--- src/verilog/usb_cmd_pkg.sv ---
package usb_cmd_pkg;

  // word layout: byte 2 carries code or data, byte 1 carries the phase
  localparam int CODE_LSB = 16;
  localparam int PHASE_LSB = 8;

  localparam logic [7:0] PH_CMD = 8'h05;
  localparam logic [7:0] PH_WR = 8'h01;
  localparam logic [7:0] PH_RD = 8'h02;

  localparam logic [7:0] CODE_SET_ADDR = 8'hD0;
  localparam logic [7:0] CODE_CONFIG = 8'hD8;
  localparam logic [7:0] CODE_SET_MODE = 8'hF3;
  localparam logic [7:0] CODE_FRAME = 8'hF5;
  localparam logic [7:0] CODE_TEST = 8'hFD;
  localparam logic [7:0] CODE_DEV_STATUS = 8'hFE;
  localparam logic [7:0] CODE_ERR_CODE = 8'hFF;
  localparam logic [7:0] CODE_ERR_STATUS = 8'hFB;
  localparam logic [7:0] CODE_CLR_BUF = 8'hF2;
  localparam logic [7:0] CODE_VALIDATE = 8'hFA;
  localparam logic [7:0] CODE_EP_LAST = 8'h1F;
  localparam logic [7:0] CODE_SEL_CLR_BASE = 8'h40;
  localparam logic [7:0] CODE_SEL_CLR_LAST = 8'h5F;

  localparam logic [1:0] BYTES_NONE = 2'h0;
  localparam logic [1:0] BYTES_ONE = 2'h1;
  localparam logic [1:0] BYTES_TWO = 2'h2;

  localparam logic [7:0] RST_BYTE = 8'h00;
  localparam logic [4:0] RST_EP = 5'h00;

  typedef enum logic [3:0] {
    CLS_BAD = 4'h0,
    CLS_DEV_WR = 4'h1,
    CLS_FRAME = 4'h2,
    CLS_TEST = 4'h3,
    CLS_DEV_STATUS = 4'h4,
    CLS_ERR_CODE = 4'h5,
    CLS_ERR_STATUS = 4'h6,
    CLS_SEL = 4'h7,
    CLS_SEL_CLR = 4'h8,
    CLS_CLR_BUF = 4'h9,
    CLS_VALIDATE = 4'hA
  } cmd_class_t;

  typedef enum logic [3:0] {
    ACT_NONE = 4'h0,
    ACT_SET_ADDR = 4'h1,
    ACT_CONFIG = 4'h2,
    ACT_SET_MODE = 4'h3,
    ACT_SET_DEV_STATUS = 4'h4,
    ACT_SELECT = 4'h5,
    ACT_SEL_CLR_INT = 4'h6,
    ACT_SET_EP_STATUS = 4'h7,
    ACT_CLR_BUF = 4'h8,
    ACT_VALIDATE = 4'h9
  } act_kind_t;

  typedef enum logic [1:0] {
    ST_IDLE = 2'b01,
    ST_OPEN = 2'b10
  } cmd_state_t;

  typedef struct packed {
    logic valid;
    act_kind_t kind;
    logic [4:0] ep;
    logic [7:0] data;
  } action_t;

  typedef struct packed {
    logic [15:0] frame;
    logic [15:0] test;
    logic [7:0] dev_status;
    logic [7:0] err_code;
    logic [7:0] err_status;
    logic [7:0] ep_info;
    logic [7:0] clr_buf_info;
  } engine_view_t;

endpackage : usb_cmd_pkg

--- src/verilog/usb_code_class.sv ---
`timescale 1ns/1ps
`default_nettype none
module usb_code_class (
  input wire logic [7:0] code,
  output usb_cmd_pkg::cmd_class_t cls
);

  always_comb begin
    if (code <= usb_cmd_pkg::CODE_EP_LAST) begin
      cls = usb_cmd_pkg::CLS_SEL;
    end else if (code >= usb_cmd_pkg::CODE_SEL_CLR_BASE &&
                 code <= usb_cmd_pkg::CODE_SEL_CLR_LAST) begin
      cls = usb_cmd_pkg::CLS_SEL_CLR;
    end else begin
      case (code)
        usb_cmd_pkg::CODE_SET_ADDR, usb_cmd_pkg::CODE_CONFIG,
        usb_cmd_pkg::CODE_SET_MODE: cls = usb_cmd_pkg::CLS_DEV_WR;
        usb_cmd_pkg::CODE_FRAME: cls = usb_cmd_pkg::CLS_FRAME;
        usb_cmd_pkg::CODE_TEST: cls = usb_cmd_pkg::CLS_TEST;
        usb_cmd_pkg::CODE_DEV_STATUS: cls = usb_cmd_pkg::CLS_DEV_STATUS;
        usb_cmd_pkg::CODE_ERR_CODE: cls = usb_cmd_pkg::CLS_ERR_CODE;
        usb_cmd_pkg::CODE_ERR_STATUS: cls = usb_cmd_pkg::CLS_ERR_STATUS;
        usb_cmd_pkg::CODE_CLR_BUF: cls = usb_cmd_pkg::CLS_CLR_BUF;
        usb_cmd_pkg::CODE_VALIDATE: cls = usb_cmd_pkg::CLS_VALIDATE;
        default: cls = usb_cmd_pkg::CLS_BAD;
      endcase
    end
  end

endmodule : usb_code_class
`default_nettype wire

--- src/verilog/usb_engine_command_port.sv ---
`timescale 1ns/1ps
`default_nettype none
module usb_engine_command_port (
  input wire logic clk_sys,
  input wire logic sys_rst,
  input wire logic clk_en,
  input wire logic cmd_word_wr,
  input wire logic [31:0] engine_command_word_reg,
  input wire logic slot_free_clr,
  input wire logic result_ready_clr,
  input wire usb_cmd_pkg::engine_view_t view,
  output logic command_slot_free_flag,
  output logic result_ready_flag,
  output logic [7:0] engine_result_byte_reg,
  output usb_cmd_pkg::action_t action,
  output logic [4:0] selected_ep
);

  typedef struct packed {
    usb_cmd_pkg::cmd_state_t state;
    logic [7:0] code;
    usb_cmd_pkg::cmd_class_t cls;
    logic [1:0] rd_idx;
    logic slot_free;
    logic result_ready;
    logic [7:0] result;
    usb_cmd_pkg::action_t act;
    logic [4:0] sel_ep;
  } port_state_t;

  localparam port_state_t RST_STATE = '{
    state: usb_cmd_pkg::ST_IDLE, code: usb_cmd_pkg::RST_BYTE, cls: usb_cmd_pkg::CLS_BAD,
    rd_idx: usb_cmd_pkg::BYTES_NONE, slot_free: 1'b0, result_ready: 1'b0,
    result: usb_cmd_pkg::RST_BYTE,
    act: '{valid: 1'b0, kind: usb_cmd_pkg::ACT_NONE, ep: usb_cmd_pkg::RST_EP,
           data: usb_cmd_pkg::RST_BYTE},
    sel_ep: usb_cmd_pkg::RST_EP};

  port_state_t state_ff;
  port_state_t nxt_state;

  logic [7:0] w_code;
  logic [7:0] w_phase;
  usb_cmd_pkg::cmd_class_t w_cls;
  logic rd_ok;
  logic wr_ok;

  assign w_code = engine_command_word_reg[usb_cmd_pkg::CODE_LSB +: 8];
  assign w_phase = engine_command_word_reg[usb_cmd_pkg::PHASE_LSB +: 8];

  usb_code_class u_class (
    .code(w_code),
    .cls(w_cls)
  );

  // how many result bytes each command may hand back
  function automatic logic [1:0] read_limit(input usb_cmd_pkg::cmd_class_t c);
    case (c)
      usb_cmd_pkg::CLS_FRAME,
      usb_cmd_pkg::CLS_TEST: read_limit = usb_cmd_pkg::BYTES_TWO;
      usb_cmd_pkg::CLS_DEV_STATUS, usb_cmd_pkg::CLS_ERR_CODE, usb_cmd_pkg::CLS_ERR_STATUS,
      usb_cmd_pkg::CLS_SEL, usb_cmd_pkg::CLS_SEL_CLR,
      usb_cmd_pkg::CLS_CLR_BUF: read_limit = usb_cmd_pkg::BYTES_ONE;
      default: read_limit = usb_cmd_pkg::BYTES_NONE;
    endcase
  endfunction : read_limit

  function automatic logic [7:0] result_for(input usb_cmd_pkg::cmd_class_t c,
                                            input logic [1:0] idx,
                                            input usb_cmd_pkg::engine_view_t v);
    case (c)
      usb_cmd_pkg::CLS_FRAME: result_for = idx[0] ? v.frame[15:8] : v.frame[7:0];
      usb_cmd_pkg::CLS_TEST: result_for = idx[0] ? v.test[15:8] : v.test[7:0];
      usb_cmd_pkg::CLS_DEV_STATUS: result_for = v.dev_status;
      usb_cmd_pkg::CLS_ERR_CODE: result_for = v.err_code;
      usb_cmd_pkg::CLS_ERR_STATUS: result_for = v.err_status;
      usb_cmd_pkg::CLS_SEL, usb_cmd_pkg::CLS_SEL_CLR: result_for = v.ep_info;
      usb_cmd_pkg::CLS_CLR_BUF: result_for = v.clr_buf_info;
      default: result_for = usb_cmd_pkg::RST_BYTE;
    endcase
  endfunction : result_for

  function automatic usb_cmd_pkg::act_kind_t write_kind(input logic [7:0] code,
                                                        input usb_cmd_pkg::cmd_class_t c);
    if (c == usb_cmd_pkg::CLS_SEL_CLR) begin
      write_kind = usb_cmd_pkg::ACT_SET_EP_STATUS;
    end else begin
      case (code)
        usb_cmd_pkg::CODE_SET_ADDR: write_kind = usb_cmd_pkg::ACT_SET_ADDR;
        usb_cmd_pkg::CODE_CONFIG: write_kind = usb_cmd_pkg::ACT_CONFIG;
        usb_cmd_pkg::CODE_SET_MODE: write_kind = usb_cmd_pkg::ACT_SET_MODE;
        usb_cmd_pkg::CODE_DEV_STATUS: write_kind = usb_cmd_pkg::ACT_SET_DEV_STATUS;
        default: write_kind = usb_cmd_pkg::ACT_NONE;
      endcase
    end
  endfunction : write_kind

  // a read phase must repeat the open command's code and stay within its byte count
  assign rd_ok = state_ff.state == usb_cmd_pkg::ST_OPEN && w_code == state_ff.code &&
                 state_ff.rd_idx < read_limit(state_ff.cls);
  // a write phase is legal once, before any read, for write-capable codes
  assign wr_ok = state_ff.state == usb_cmd_pkg::ST_OPEN &&
                 state_ff.rd_idx == usb_cmd_pkg::BYTES_NONE &&
                 write_kind(state_ff.code, state_ff.cls) != usb_cmd_pkg::ACT_NONE;

  always_comb begin
    nxt_state = state_ff;
    nxt_state.act.valid = 1'b0;
    nxt_state.act.kind = usb_cmd_pkg::ACT_NONE;
    if (slot_free_clr) begin
      nxt_state.slot_free = 1'b0;
    end
    if (result_ready_clr) begin
      nxt_state.result_ready = 1'b0;
    end
    if (cmd_word_wr) begin
      case (w_phase)
        usb_cmd_pkg::PH_CMD: begin
          nxt_state.state = usb_cmd_pkg::ST_OPEN;
          nxt_state.code = w_code;
          nxt_state.cls = w_cls;
          nxt_state.rd_idx = usb_cmd_pkg::BYTES_NONE;
          nxt_state.slot_free = 1'b1;
          nxt_state.act.ep = state_ff.sel_ep;
          nxt_state.act.data = usb_cmd_pkg::RST_BYTE;
          case (w_cls)
            usb_cmd_pkg::CLS_SEL, usb_cmd_pkg::CLS_SEL_CLR: begin
              nxt_state.sel_ep = w_code[4:0];
              nxt_state.act.ep = w_code[4:0];
              nxt_state.act.valid = 1'b1;
              nxt_state.act.kind = usb_cmd_pkg::ACT_SELECT;
            end
            usb_cmd_pkg::CLS_CLR_BUF: begin
              nxt_state.act.valid = 1'b1;
              nxt_state.act.kind = usb_cmd_pkg::ACT_CLR_BUF;
            end
            usb_cmd_pkg::CLS_VALIDATE: begin
              nxt_state.act.valid = 1'b1;
              nxt_state.act.kind = usb_cmd_pkg::ACT_VALIDATE;
              nxt_state.state = usb_cmd_pkg::ST_IDLE;
            end
            default: begin
            end
          endcase
        end
        usb_cmd_pkg::PH_WR: begin
          nxt_state.slot_free = 1'b1;
          if (wr_ok) begin
            nxt_state.act.valid = 1'b1;
            nxt_state.act.kind = write_kind(state_ff.code, state_ff.cls);
            nxt_state.act.ep = state_ff.sel_ep;
            nxt_state.act.data = w_code;
            nxt_state.state = usb_cmd_pkg::ST_IDLE;
          end
        end
        usb_cmd_pkg::PH_RD: begin
          if (rd_ok) begin
            nxt_state.result = result_for(state_ff.cls, state_ff.rd_idx, view);
            nxt_state.result_ready = 1'b1;
            nxt_state.rd_idx = state_ff.rd_idx + 2'h1;
            if (state_ff.cls == usb_cmd_pkg::CLS_SEL_CLR) begin
              nxt_state.act.valid = 1'b1;
              nxt_state.act.kind = usb_cmd_pkg::ACT_SEL_CLR_INT;
              nxt_state.act.ep = state_ff.sel_ep;
              nxt_state.act.data = usb_cmd_pkg::RST_BYTE;
            end
          end
        end
        default: begin
        end
      endcase
    end
  end

  always_ff @(posedge clk_sys or posedge sys_rst) begin
    if (sys_rst) begin
      state_ff <= RST_STATE;
    end else if (clk_en) begin
      state_ff <= nxt_state;
    end
  end

  assign command_slot_free_flag = state_ff.slot_free;
  assign result_ready_flag = state_ff.result_ready;
  assign engine_result_byte_reg = state_ff.result;
  assign action = state_ff.act;
  assign selected_ep = state_ff.sel_ep;

  logic acc;
  logic rd_go;
  assign acc = clk_en && cmd_word_wr;
  assign rd_go = acc && w_phase == usb_cmd_pkg::PH_RD && rd_ok;
endmodule : usb_engine_command_port
`default_nettype wire

--- config.mk ---
export PLATFORM = sky130hd
export DESIGN_NAME = usb_engine_command_port
export DESIGN_NICKNAME = d
export VERILOG_FILES = /design/src/verilog/usb_cmd_pkg.sv /design/src/verilog/usb_code_class.sv /design/src/verilog/usb_engine_command_port.sv
export SDC_FILE = /design/constraint.sdc
export NUM_CORES = 1
export LEC_CHECK = 0
export BUFFER_PORTS_ARGS = -buffer_cell sky130_fd_sc_hd__buf_2
export CORE_ASPECT_RATIO = 2
export CORE_MARGIN = 4
export CORE_UTILIZATION = 30
export CTS_BUF_LIST = sky130_fd_sc_hd__clkbuf_2
export DETAILED_ROUTE_END_ITERATION = 8
export RECOVER_POWER = 25
export SETUP_SLACK_MARGIN = 0.15
export SLEW_MARGIN = 20
export SYNTH_ARGS = -nofsm -noshare
export SYNTH_HDL_FRONTEND = slang
export SYNTH_SLANG_ARGS = --single-unit
--- constraint.sdc ---
create_clock -name clk_sys -period 4.6 [get_ports clk_sys]
set_input_delay 0 -clock clk_sys [delete_from_list [all_inputs] [get_ports clk_sys]]
set_output_delay 0 -clock clk_sys [all_outputs]
set_load 0.005 [all_outputs]
==> impl_results.md, run 1 <==
* Status: finished with violations
* Failing checks: capacitance limit, slew limit
* Cells on worst reg2reg path at 8
* Share of the clock period used by the worst path at 0.716
* P per Cell Area at roughly 200 nW/um^2
* GRT Overall Usage at 0.159
* DR vias at 3291
* Proportion of layout cells with a drive suffix above 1 at 0.306
* RSZ-0062 raised after global routing: no
* Die ar. at roughly 14000 sq um
* Worst flop-to-flop path startpoint: state_ff[37]
* Fin. Hold Viols at 0
* Max_cap viols at 1
* Clock Sink Count at 49
* Fraction of the yosys area taken by sequential cells at 0.351
* Initial antenna violation count at 0
* Top-count cell post-synth: nand2_1
* Routed WL at 10.9 mm
* DP HPWL at around 8.3 mm
* Type of the worst setup path: flop to flop
* ANT nets after route at 0
* NumNets Final at 617
* Slew Viols, Final at 50
* Post-Syn Area at 3500 sq um
* Critical path launch point type: flop
* Placeable Area at between 10000 and 15000 sq um
* TritonCTS Buffers at 5
* Worst path arrival time at 3.66 ns
* Fin worst setup slack at 1.31 ns
* Crit path time final at 3.29 ns
* Vias in the first global route at 3489
* Commonest cells in the synthesized netlist: 71 x nand2_1, 48 x dfrtp_1, 33 x buf_4
* DR vias/cell at 5.08
* Fmax at 304 MHz
* Warnings from Yosys at 0
* Worst min-delay path startpoint: engine_command_word_reg[11]
* Number of inserted diodes at 0
* Clock buffer depth at 2
* Syn avg cell area at roughly 9.0 sq um
* Synth top area cells: dfrtp_1 34%, nand2_1 7.6%, buf_4 7.1%
* Async SR Flop Fraction at 1.00
* Reg2reg setup slack at 1.31 ns
* Ports at 143
* Detailed Route Iter0 Violations at 176
* Port buffer count at 126
* Least-Margin Pin Slew at approximately 2.9 ns
* RR Endpoint: action[12]
* Peak VDD IR at 119 uV
* Yosys top cell area share at 0.343
* Post-synthesis cell count at 389
* Die Span Y at ~160 um
* CTS tree: yes
* Total negative setup slack at 0 ns
* CP endpoint: action[12]
* First-pass GRT wire length at 17.3 mm
* Routed len/inst at 16.9 um
* Number of cell rows at 55
* Post-cts gate resize count at 0
* First drt pass iteration count at 6
* Die width at 84.4 um
* Root buffer cell: clkbuf_2
* Worst-path fanout max at 13
* Synth unique cells at 65
* WP data required at approximately 5 ns
* Post-synth EDFFs at 0
* Initial Utilization at 0.308
* Syn nets at 501
* Hold crit path type: input port to flop
* Area leader, netlist: dfrtp_1
* Final Skew at approximately 0.015 ns
* Largest register FFs at 18
* Leakage at 0.00215 uW
* Hold Path Depth at 4
* Clk Latency, worst-skew pair at 0.46 ns
* Area grow syn2layout at 25.9%
* H-tree Lvls at 2
* Primary FF master, synth: dfrtp_1
* Largest net degree at the start of global routing at 50
* GP Congestion at 0.944
* Relative slew slack at -0.903
* Final setup viols at 0
* Synth Register Bits at 49
* DR DRC count at 0
* CP endpoint kind: flop
* Place WS at 1.31 ns
* Reg clk slew, reported paths at 0.24 ns
* Residual overflow from global routing at 0
* Crit path launch: state_ff[37]
==> stage by stage <==
step | power (uW) | hold slack, ns | std cells | utilization | cell area [sq um]
floorplan | 552 | 0.170 | 389 | - | 3500
global placement | 605 | 0.219 | 603 | 0.350 | 3970
detailed placement | 610 | 0.229 | 603 | 0.350 | 3970
CTS | 884 | 0.000835 | 648 | 0.388 | 4410
global route | 916 | 0.0390 | 648 | 0.388 | 4410
finish | 868 | 0.0340 | 648 | 0.388 | 4410
==> cell type report <==
cell class              count  area [sq um]
multi-input cells         268          1870
clock buffers               6          30.0
clock inverters             2          33.8
fillers                  1154          6950
flip-flops and latches     49          1230
repair buffers            165          1010
well taps                 142           178
inverters                  16          60.1
==> cell families after synthesis <==
kind of cell	synth area share
and+or+nand+nor	0.220
AOI/OAI and AO/OA	0.157
buffers and inverters	0.117
DFF	0.351
muxes	0.128
xor gates and xnor gates	0.0200
adders and majority gates	0.00715
==> per-layer routing <==
| layer | vias up | global-route usage | wire length (um) |
|---|---|---|---|
| met5 | - | 0 | 0 |
| met4 | 0 | 0.0793 | 451 |
| met3 | 33 | 0.0339 | 672 |
| met2 | 154 | 0.300 | 5850 |
| met1 | 1520 | 0.160 | 3970 |
| li1 | 1584 | - | - |
==> how the worst min path moves through the flow <==
stage	end	slack (ns)
finish	state_ff[33]	0.03
global route	state_ff[33]	0.04
CTS	state_ff[33]	0.0008
detailed placement	engine_result_byte_reg[1]	0.23
global placement	engine_result_byte_reg[1]	0.22
floorplan	result_ready_flag	0.17
==> what timing repair did <==
| action | CTS | global route |
|---|---|---|
| setup buffers | 0 | 0 |
| hold buffers | 37 | 0 |
| hold endpoints to repair | 89 | 0 |
==> placed cells by master, fill, tap and decap left out, drive strengths merged, types with 5 or more instances in the layout <==
master	instances
buf	127
nand2	71
dfrtp	48
dlygate4sd3	37
o21ai	26
mux2i	19
nor2	17
inv	16
mux2	11
nor3	9
a21oi	9
nand2b	8
a221oi	7
clkbuf	7
nand3	5
a222oi	5
o2bb2ai	5
mux4	5
==> where the power goes <==
part	switching [uW]	total, uW	leakage [uW]	internal, uW
Clock	142	234	0.0000406	92.4
Combinational	81.4	178	0.00147	96.5
Sequential	12.2	456	0.000639	443
==> worst max-delay path, cell delays in order (launching register included) <==
cell and delay, ns:
dfrtp_1 0.56, nand2b_1 0.23, nor2_1 0.40, inv_1 0.09
ha_1 0.23, nor4b_2 0.39, nand4b_4 0.16, a2111o_1 0.73
mux2_1 0.41
Power figures use the tool's default switching activity.
==> inputs of run 2 (changes only) <==
- ABC_AREA: unset -> 1
- clock period: 4.6 -> 3.3 ns (I/O delays scaled with it)
==> impl_results.md, run 2 <==
* Primary FF master, synth: dfrtp_1
* ANT nets after route at 0
* CTS tree: yes
* Hold WS at around 0.027 ns
* Most frequent cells in the layout: 209 x nand2_1, 117 x buf_2, 48 x dfrtp_1
* Hold crit path type: input port to flop
* GP Congestion at 0.885
* Post-Syn Area at 3870 sq um
* Port buffer count at ~130
* Total negative setup slack at 0 ns
* Worst-path fanout max at 8
* Routed WL at 13.2 mm
* WP data required at 3.75 ns
* Residual overflow from global routing at 0
* FF/Latch Area at 1230 sq um
* RSZ-0062 raised after global routing: no
* Post-CTS setup buffers at 0
* Syn nets at 694
* Fin cells at roughly 860
* Slew Viols, Final at 0
* Largest net degree at the start of global routing at 32
* H-tree Lvls at 2
* Root buffer cell: clkbuf_2
* Clock buffer depth at 2
* Final Skew at 0.0207 ns
* Type of the worst setup path: flop to flop
* Largest register FFs at 18
* Die ar. at 14900 sq um
* Die width at 88.3 um
* Fin. Hold Viols at 0
* Clk Latency, worst-skew pair at 0.49 ns
* Share of the clock period used by the worst path at 0.857
* TritonCTS Buffers at 5
* Max_cap viols at 0
* Placeable Area at 12600 sq um
* Status: completed
* Fillers at 1408
* Most common cell after layout, fill and taps aside: nand2_1
* Multi-input logic area at 2100 sq um
* Reg clk slew, reported paths at roughly 0.30 ns
* Yosys top cell area share at 0.310
* Die Span Y at 169 um
* Top-count cell post-synth: nand2_1
* Least-Margin Pin Slew at 0.878 ns
* Ports at 143
* Post-synthesis cell count at 582
* Syn avg cell area at 6.65 sq um
* Number of cell rows at 58
* Area grow syn2layout at 24.9%
* Leakage at roughly 0.0025 uW
* Detailed Route Iter0 Violations at between 150 and 200
* Post-synth EDFFs at 0
* Clock Sink Count at 49
* Warnings from Yosys at 0
* Crit path time final at around 2.8 ns
* First drt pass iteration count at 4
* DR vias at 4153
* Synth top area cells: dfrtp_1 31%, nand2_1 20%, buf_4 6.8%
* NumNets Final at 824
* First-pass GRT wire length at around 21 mm
* Initial antenna violation count at 1
* Async SR Flop Fraction at 1.00
* DR DRC count at 0
* CP endpoint kind: flop
* Fmax at 354 MHz
* Initial Utilization at 0.306
* Area leader, netlist: dfrtp_1
* Synth unique cells at 46
* Commonest cells in the synthesized netlist: 209 x nand2_1, 48 x dfrtp_1, 42 x inv_1
* P per Cell Area at 234 nW/um^2
* Dpl cells at 815
* Fraction of the yosys area taken by sequential cells at 0.317
* Relative slew slack at 0.412
* Worst path arrival time at 3.28 ns
* GRT Overall Usage at 0.180
* Critical path launch point type: flop
* DR vias/cell at 4.81
* DP HPWL at 10.5 mm
* Final setup viols at 0
* Peak VDD IR at 116 uV
* Proportion of layout cells with a drive suffix above 1 at 0.252
* Synth Register Bits at between 40 and 50
* Vias in the first global route at 4183
* Routed len/inst at 15.3 um
==> run 2: changes by cell type in the layout (fill, tap and decap cells not counted), moves of 8 or more <==
| cell | change |
|---|---|
| a21oi_1 | +10 |
| buf_2 | -9 |
| clkbuf_1 | +8 |
| inv_1 | +26 |
| inv_2 | +15 |
| mux2i_1 | -19 |
| nand2_1 | +138 |
| nand2_2 | +10 |
| nand2b_1 | -8 |
| nand3_1 | +35 |
| nand4_1 | +15 |
| nor2_1 | +24 |
| nor3_1 | -8 |
| o21ai_2 | +8 |
==> run 2: report_power, final <==
part | leakage, uW | internal, uW | switching [uW]
clock network | 0.0000359 | 64.7 | 236
registers | 0.000602 | 612 | 10.9
logic | 0.00190 | 94.0 | 114
==> run 2: timing repair <==
item | CTS | global route
hold buffers | 40 | 0
gates resized for setup | 0 | 0
hold endpoints to repair | 86 | 0
==> run 2: logic make-up after synthesis <==
logic type,Yosys count,synth area share
xor+xnor,3,0.00679
buf+inv,104,0.141
simple gates,344,0.398
compound gates,80,0.131
flops,49,0.317
fa+ha+maj,2,0.00647
==> run 2: cell type report <==
type | count | area share
multi-input combinational | 429 | 0.434
sequential | 49 | 0.254
timing repair buffer | 170 | 0.217
inverter | 57 | 0.0443
tap | 150 | 0.0388
clock inverter | 3 | 0.00596
clock buffer | 5 | 0.00518
antenna | 1 | 0.000518
==> run 2: routing by layer <==
metal,track usage,share of wire,vias to the layer above,routed length [um]
li1,-,-,2117,-
met2,0.354,0.56,154,7380
met5,0,0,-,0
met1,0.172,0.34,1850,4430
met3,0.0214,0.055,32,723
met4,0.0941,0.049,0,650
==> run 2: worst paths after layout <==
kind,from,end,slack [ns],depth (start not counted)
worst max-delay path,state_ff[38],engine_result_byte_reg[2],0.47,9
worst min-delay path,cmd_word_wr,action[12],0.03,5
worst max register to register,state_ff[38],engine_result_byte_reg[2],0.47,9
worst min register to register,state_ff[47],state_ff[47],0.49,2
max in group asynchronous,sys_rst,state_ff[47],1.67,5
min in group asynchronous,sys_rst,engine_result_byte_reg[7],0.69,4
==> run 2: through the flow <==
stage | util | total power (uW) | area [sq um] | setup WS, ns
detailed placement | 0.347 | 812 | 4390 | 1.32
global placement | 0.347 | 811 | 4390 | 1.31
global route | 0.383 | 1200 | 4830 | 0.269
floorplan | - | 726 | 3870 | 1.52
finish | 0.383 | 1130 | 4830 | 0.472
CTS | 0.383 | 1150 | 4840 | 0.520
==> run 2: worst max-delay path, stage by stage (launching register included) <==
cell           delay [ns]
dfrtp_1              0.47
inv_2                0.10
nand2_1              0.13
o31ai_2              0.55
a22oi_1              0.15
dlygate4sd3_1        0.60
nand3b_1             0.10
dlygate4sd3_1        0.57
nand2_1              0.06
nand2_1              0.06
==> inputs of run 3 (changes only) <==
--- a/config.mk
+++ b/config.mk
@@ -15,4 +15,5 @@
 export RECOVER_POWER = 25
 export SETUP_SLACK_MARGIN = 0.15
+export SKIP_LAST_GASP = 1
 export SLEW_MARGIN = 20
 export SYNTH_ARGS = -nofsm -noshare
==> constraint.sdc (replaced) <==
create_clock -name clk_sys -period 3.3 [get_ports clk_sys]
set_input_delay 0.66 -clock clk_sys [delete_from_list [all_inputs] [get_ports clk_sys]]
set_output_delay 0.66 -clock clk_sys [all_outputs]
set_load 0.005 [all_outputs]
==> impl_results.md, run 3 (synthesis gave the netlist of run 2 again) <==
* Routed len/inst at 15.4 um
* Final Skew at around 0.032 ns
* Final setup viols at 0
* Type of the worst setup path: flop to flop
* Slowest cell on crit path: dfstp_2
* Clk Latency, worst-skew pair at 0.48 ns
* Fillers at 1424
* P per Cell Area at 247 nW/um^2
* Count of hold-fix buffers inserted at cts at 0
* Proportion of layout cells with a drive suffix above 1 at 0.281
* WP data required at roughly 3.7 ns
* CTS tree: yes
* Die ar. at 14900 sq um
* Clock Sink Count at 49
* First drt pass iteration count at 5
* Fin cells at 824
* CP peak stage delay at 0.44 ns
* Critical path launch point type: flop
* Number of cell rows at 58
* Die width at 88.3 um
* H-tree Lvls at 2
* CP endpoint kind: flop
* RSZ-0062 raised after global routing: no
* Post-CTS setup buffers at 0
* Total negative setup slack at 0 ns
* Status: completed
* Fin. Hold Viols at 0
* TritonCTS Buffers at 5
* CP bufs+invs at 0
* Reg2reg setup slack at roughly 1.3 ns
* Initial antenna violation count at 1
* Reg clk slew, reported paths at 0.31 ns
* Die Span Y at 169 um
* Detailed Route Iter0 Violations at between 100 and 150
* Share of the clock period used by the worst path at 0.618
* Most common cell after layout, fill and taps aside: nand2_1
* DR vias/cell at 4.84
* Crit path time final at between 2 and 2.5 ns
* Peak VDD IR at approximately 170 uV
* Initial Utilization at 0.306
* Ports at 143
* CP Cell Sequence: nor2_1 -> nand2_1 -> nor2_1 -> nand2_1 -> nor2_2 -> nand3_2 -> nand2_4 -> nand3_4 -> nand2_1 -> o21ai_2
* First-pass GRT wire length at 19.6 mm
* Place WS at 1.04 ns
* ANT nets after route at 0
* Routed WL at 12.7 mm
* Largest register FFs at 18
* Relative slew slack at 0.430
* Clock buffer depth at 2
* Root buffer cell: clkbuf_2
* CP dominant cell by count: nand2_1
* Worst path arrival time at 2.46 ns
* Fin worst setup slack at 1.26 ns
* Area grow syn2layout at 14.8%
* Post-cts gate resize count at 0
* Slew Viols, Final at 0
* DP HPWL at 10.4 mm
* Pwr Total at between 1000 and 1500 uW
* Residual overflow from global routing at 0
* Worst-path fanout max at 21
* DR DRC count at 0
* Crit path launch: state_ff[47]
* Least-Margin Pin Slew at roughly 0.85 ns
* Fmax at between 400 and 500 MHz
* Crit path max-delay family: simple AND/OR/NAND/NOR gates
* Worst flop-to-flop path startpoint: state_ff[47]
* Dpl cells at between 800 and 900
* Most frequent cells in the layout: 209 x nand2_1, 126 x buf_2, 48 x dfrtp_1
* Placeable Area at 12600 sq um
* GP Congestion at 0.888
* Vias in the first global route at between 3000 and 4000
* Max_cap viols at 0
* GRT Overall Usage at 0.172
* Largest net degree at the start of global routing at 50
* Leakage at 0.00240 uW
* DR vias at 3990
* Hold crit path type: input port to async pin
* Port buffer count at about 130
* NumNets Final at between 700 and 800
[run 3: changes by cell type in the layout (fill, tap and decap cells not counted), sizes merged]
| cell | previous run | this run |
|---|---|---|
| buf | 121 | 130 |
| dlygate4sd3 | 40 | 0 |
| clkbuf | 14 | 5 |
[run 3: per-stage QoR]
step                      instance area [sq um]  utilization  hold slack [ns]
final                                      4440        0.352            0.282
after global routing                       4440        0.352            0.312
after CTS                                  4440        0.352            0.290
after detailed placement                   4390        0.347            0.460
after global placement                     4390        0.347            0.457
after floorplan                            3870            -            0.447
[run 3: layout make-up]
class / instances / area, sq um / area share
multi-input cells: 429 / 2100 / 0.472
diodes: 1 / 2.50 / 0.000563
flip-flops and latches: 49 / 1230 / 0.276
repair buffers: 130 / 661 / 0.149
inverters: 57 / 214 / 0.0482
clock buffers: 5 / 25.0 / 0.00563
clock inverters: 3 / 28.8 / 0.00648
well taps: 150 / 188 / 0.0422
[run 3: report_power, final]
group / total, uW / internal (uW) / switching, uW / leakage, uW
clock network: 296 / 64.6 / 231 / 0.0000359
registers: 622 / 612 / 10.5 / 0.000602
logic: 178 / 71.0 / 107 / 0.00176
total: 1100 / 747 / 348 / 0.00240
[run 3: metal layers]
metal	wire, um	GRT usage	part of all wire
met1	4150	0.163	0.33
met5	0	0	0
met4	737	0.104	0.058
met2	7020	0.330	0.55
met3	741	0.0248	0.059
[run 3: path summary, 6_finish.rpt]
kind,endpoint,cells past startpoint
min in group clk_sys,result_ready_flag,4
max in group asynchronous,state_ff[45],3
worst max-delay path,action[7],10
worst min register to register,state_ff[47],2
worst min-delay path,action[3],3
worst max register to register,action[7],10
[run 3: worst register-to-register path: cells and delay by family (launching register included)]
kind / cells / cell delay, ns
flip-flops: 1 / 0.44
AND/OR/NAND/NOR: 9 / 1.48
AO/OA/AOI/OAI: 1 / 0.06
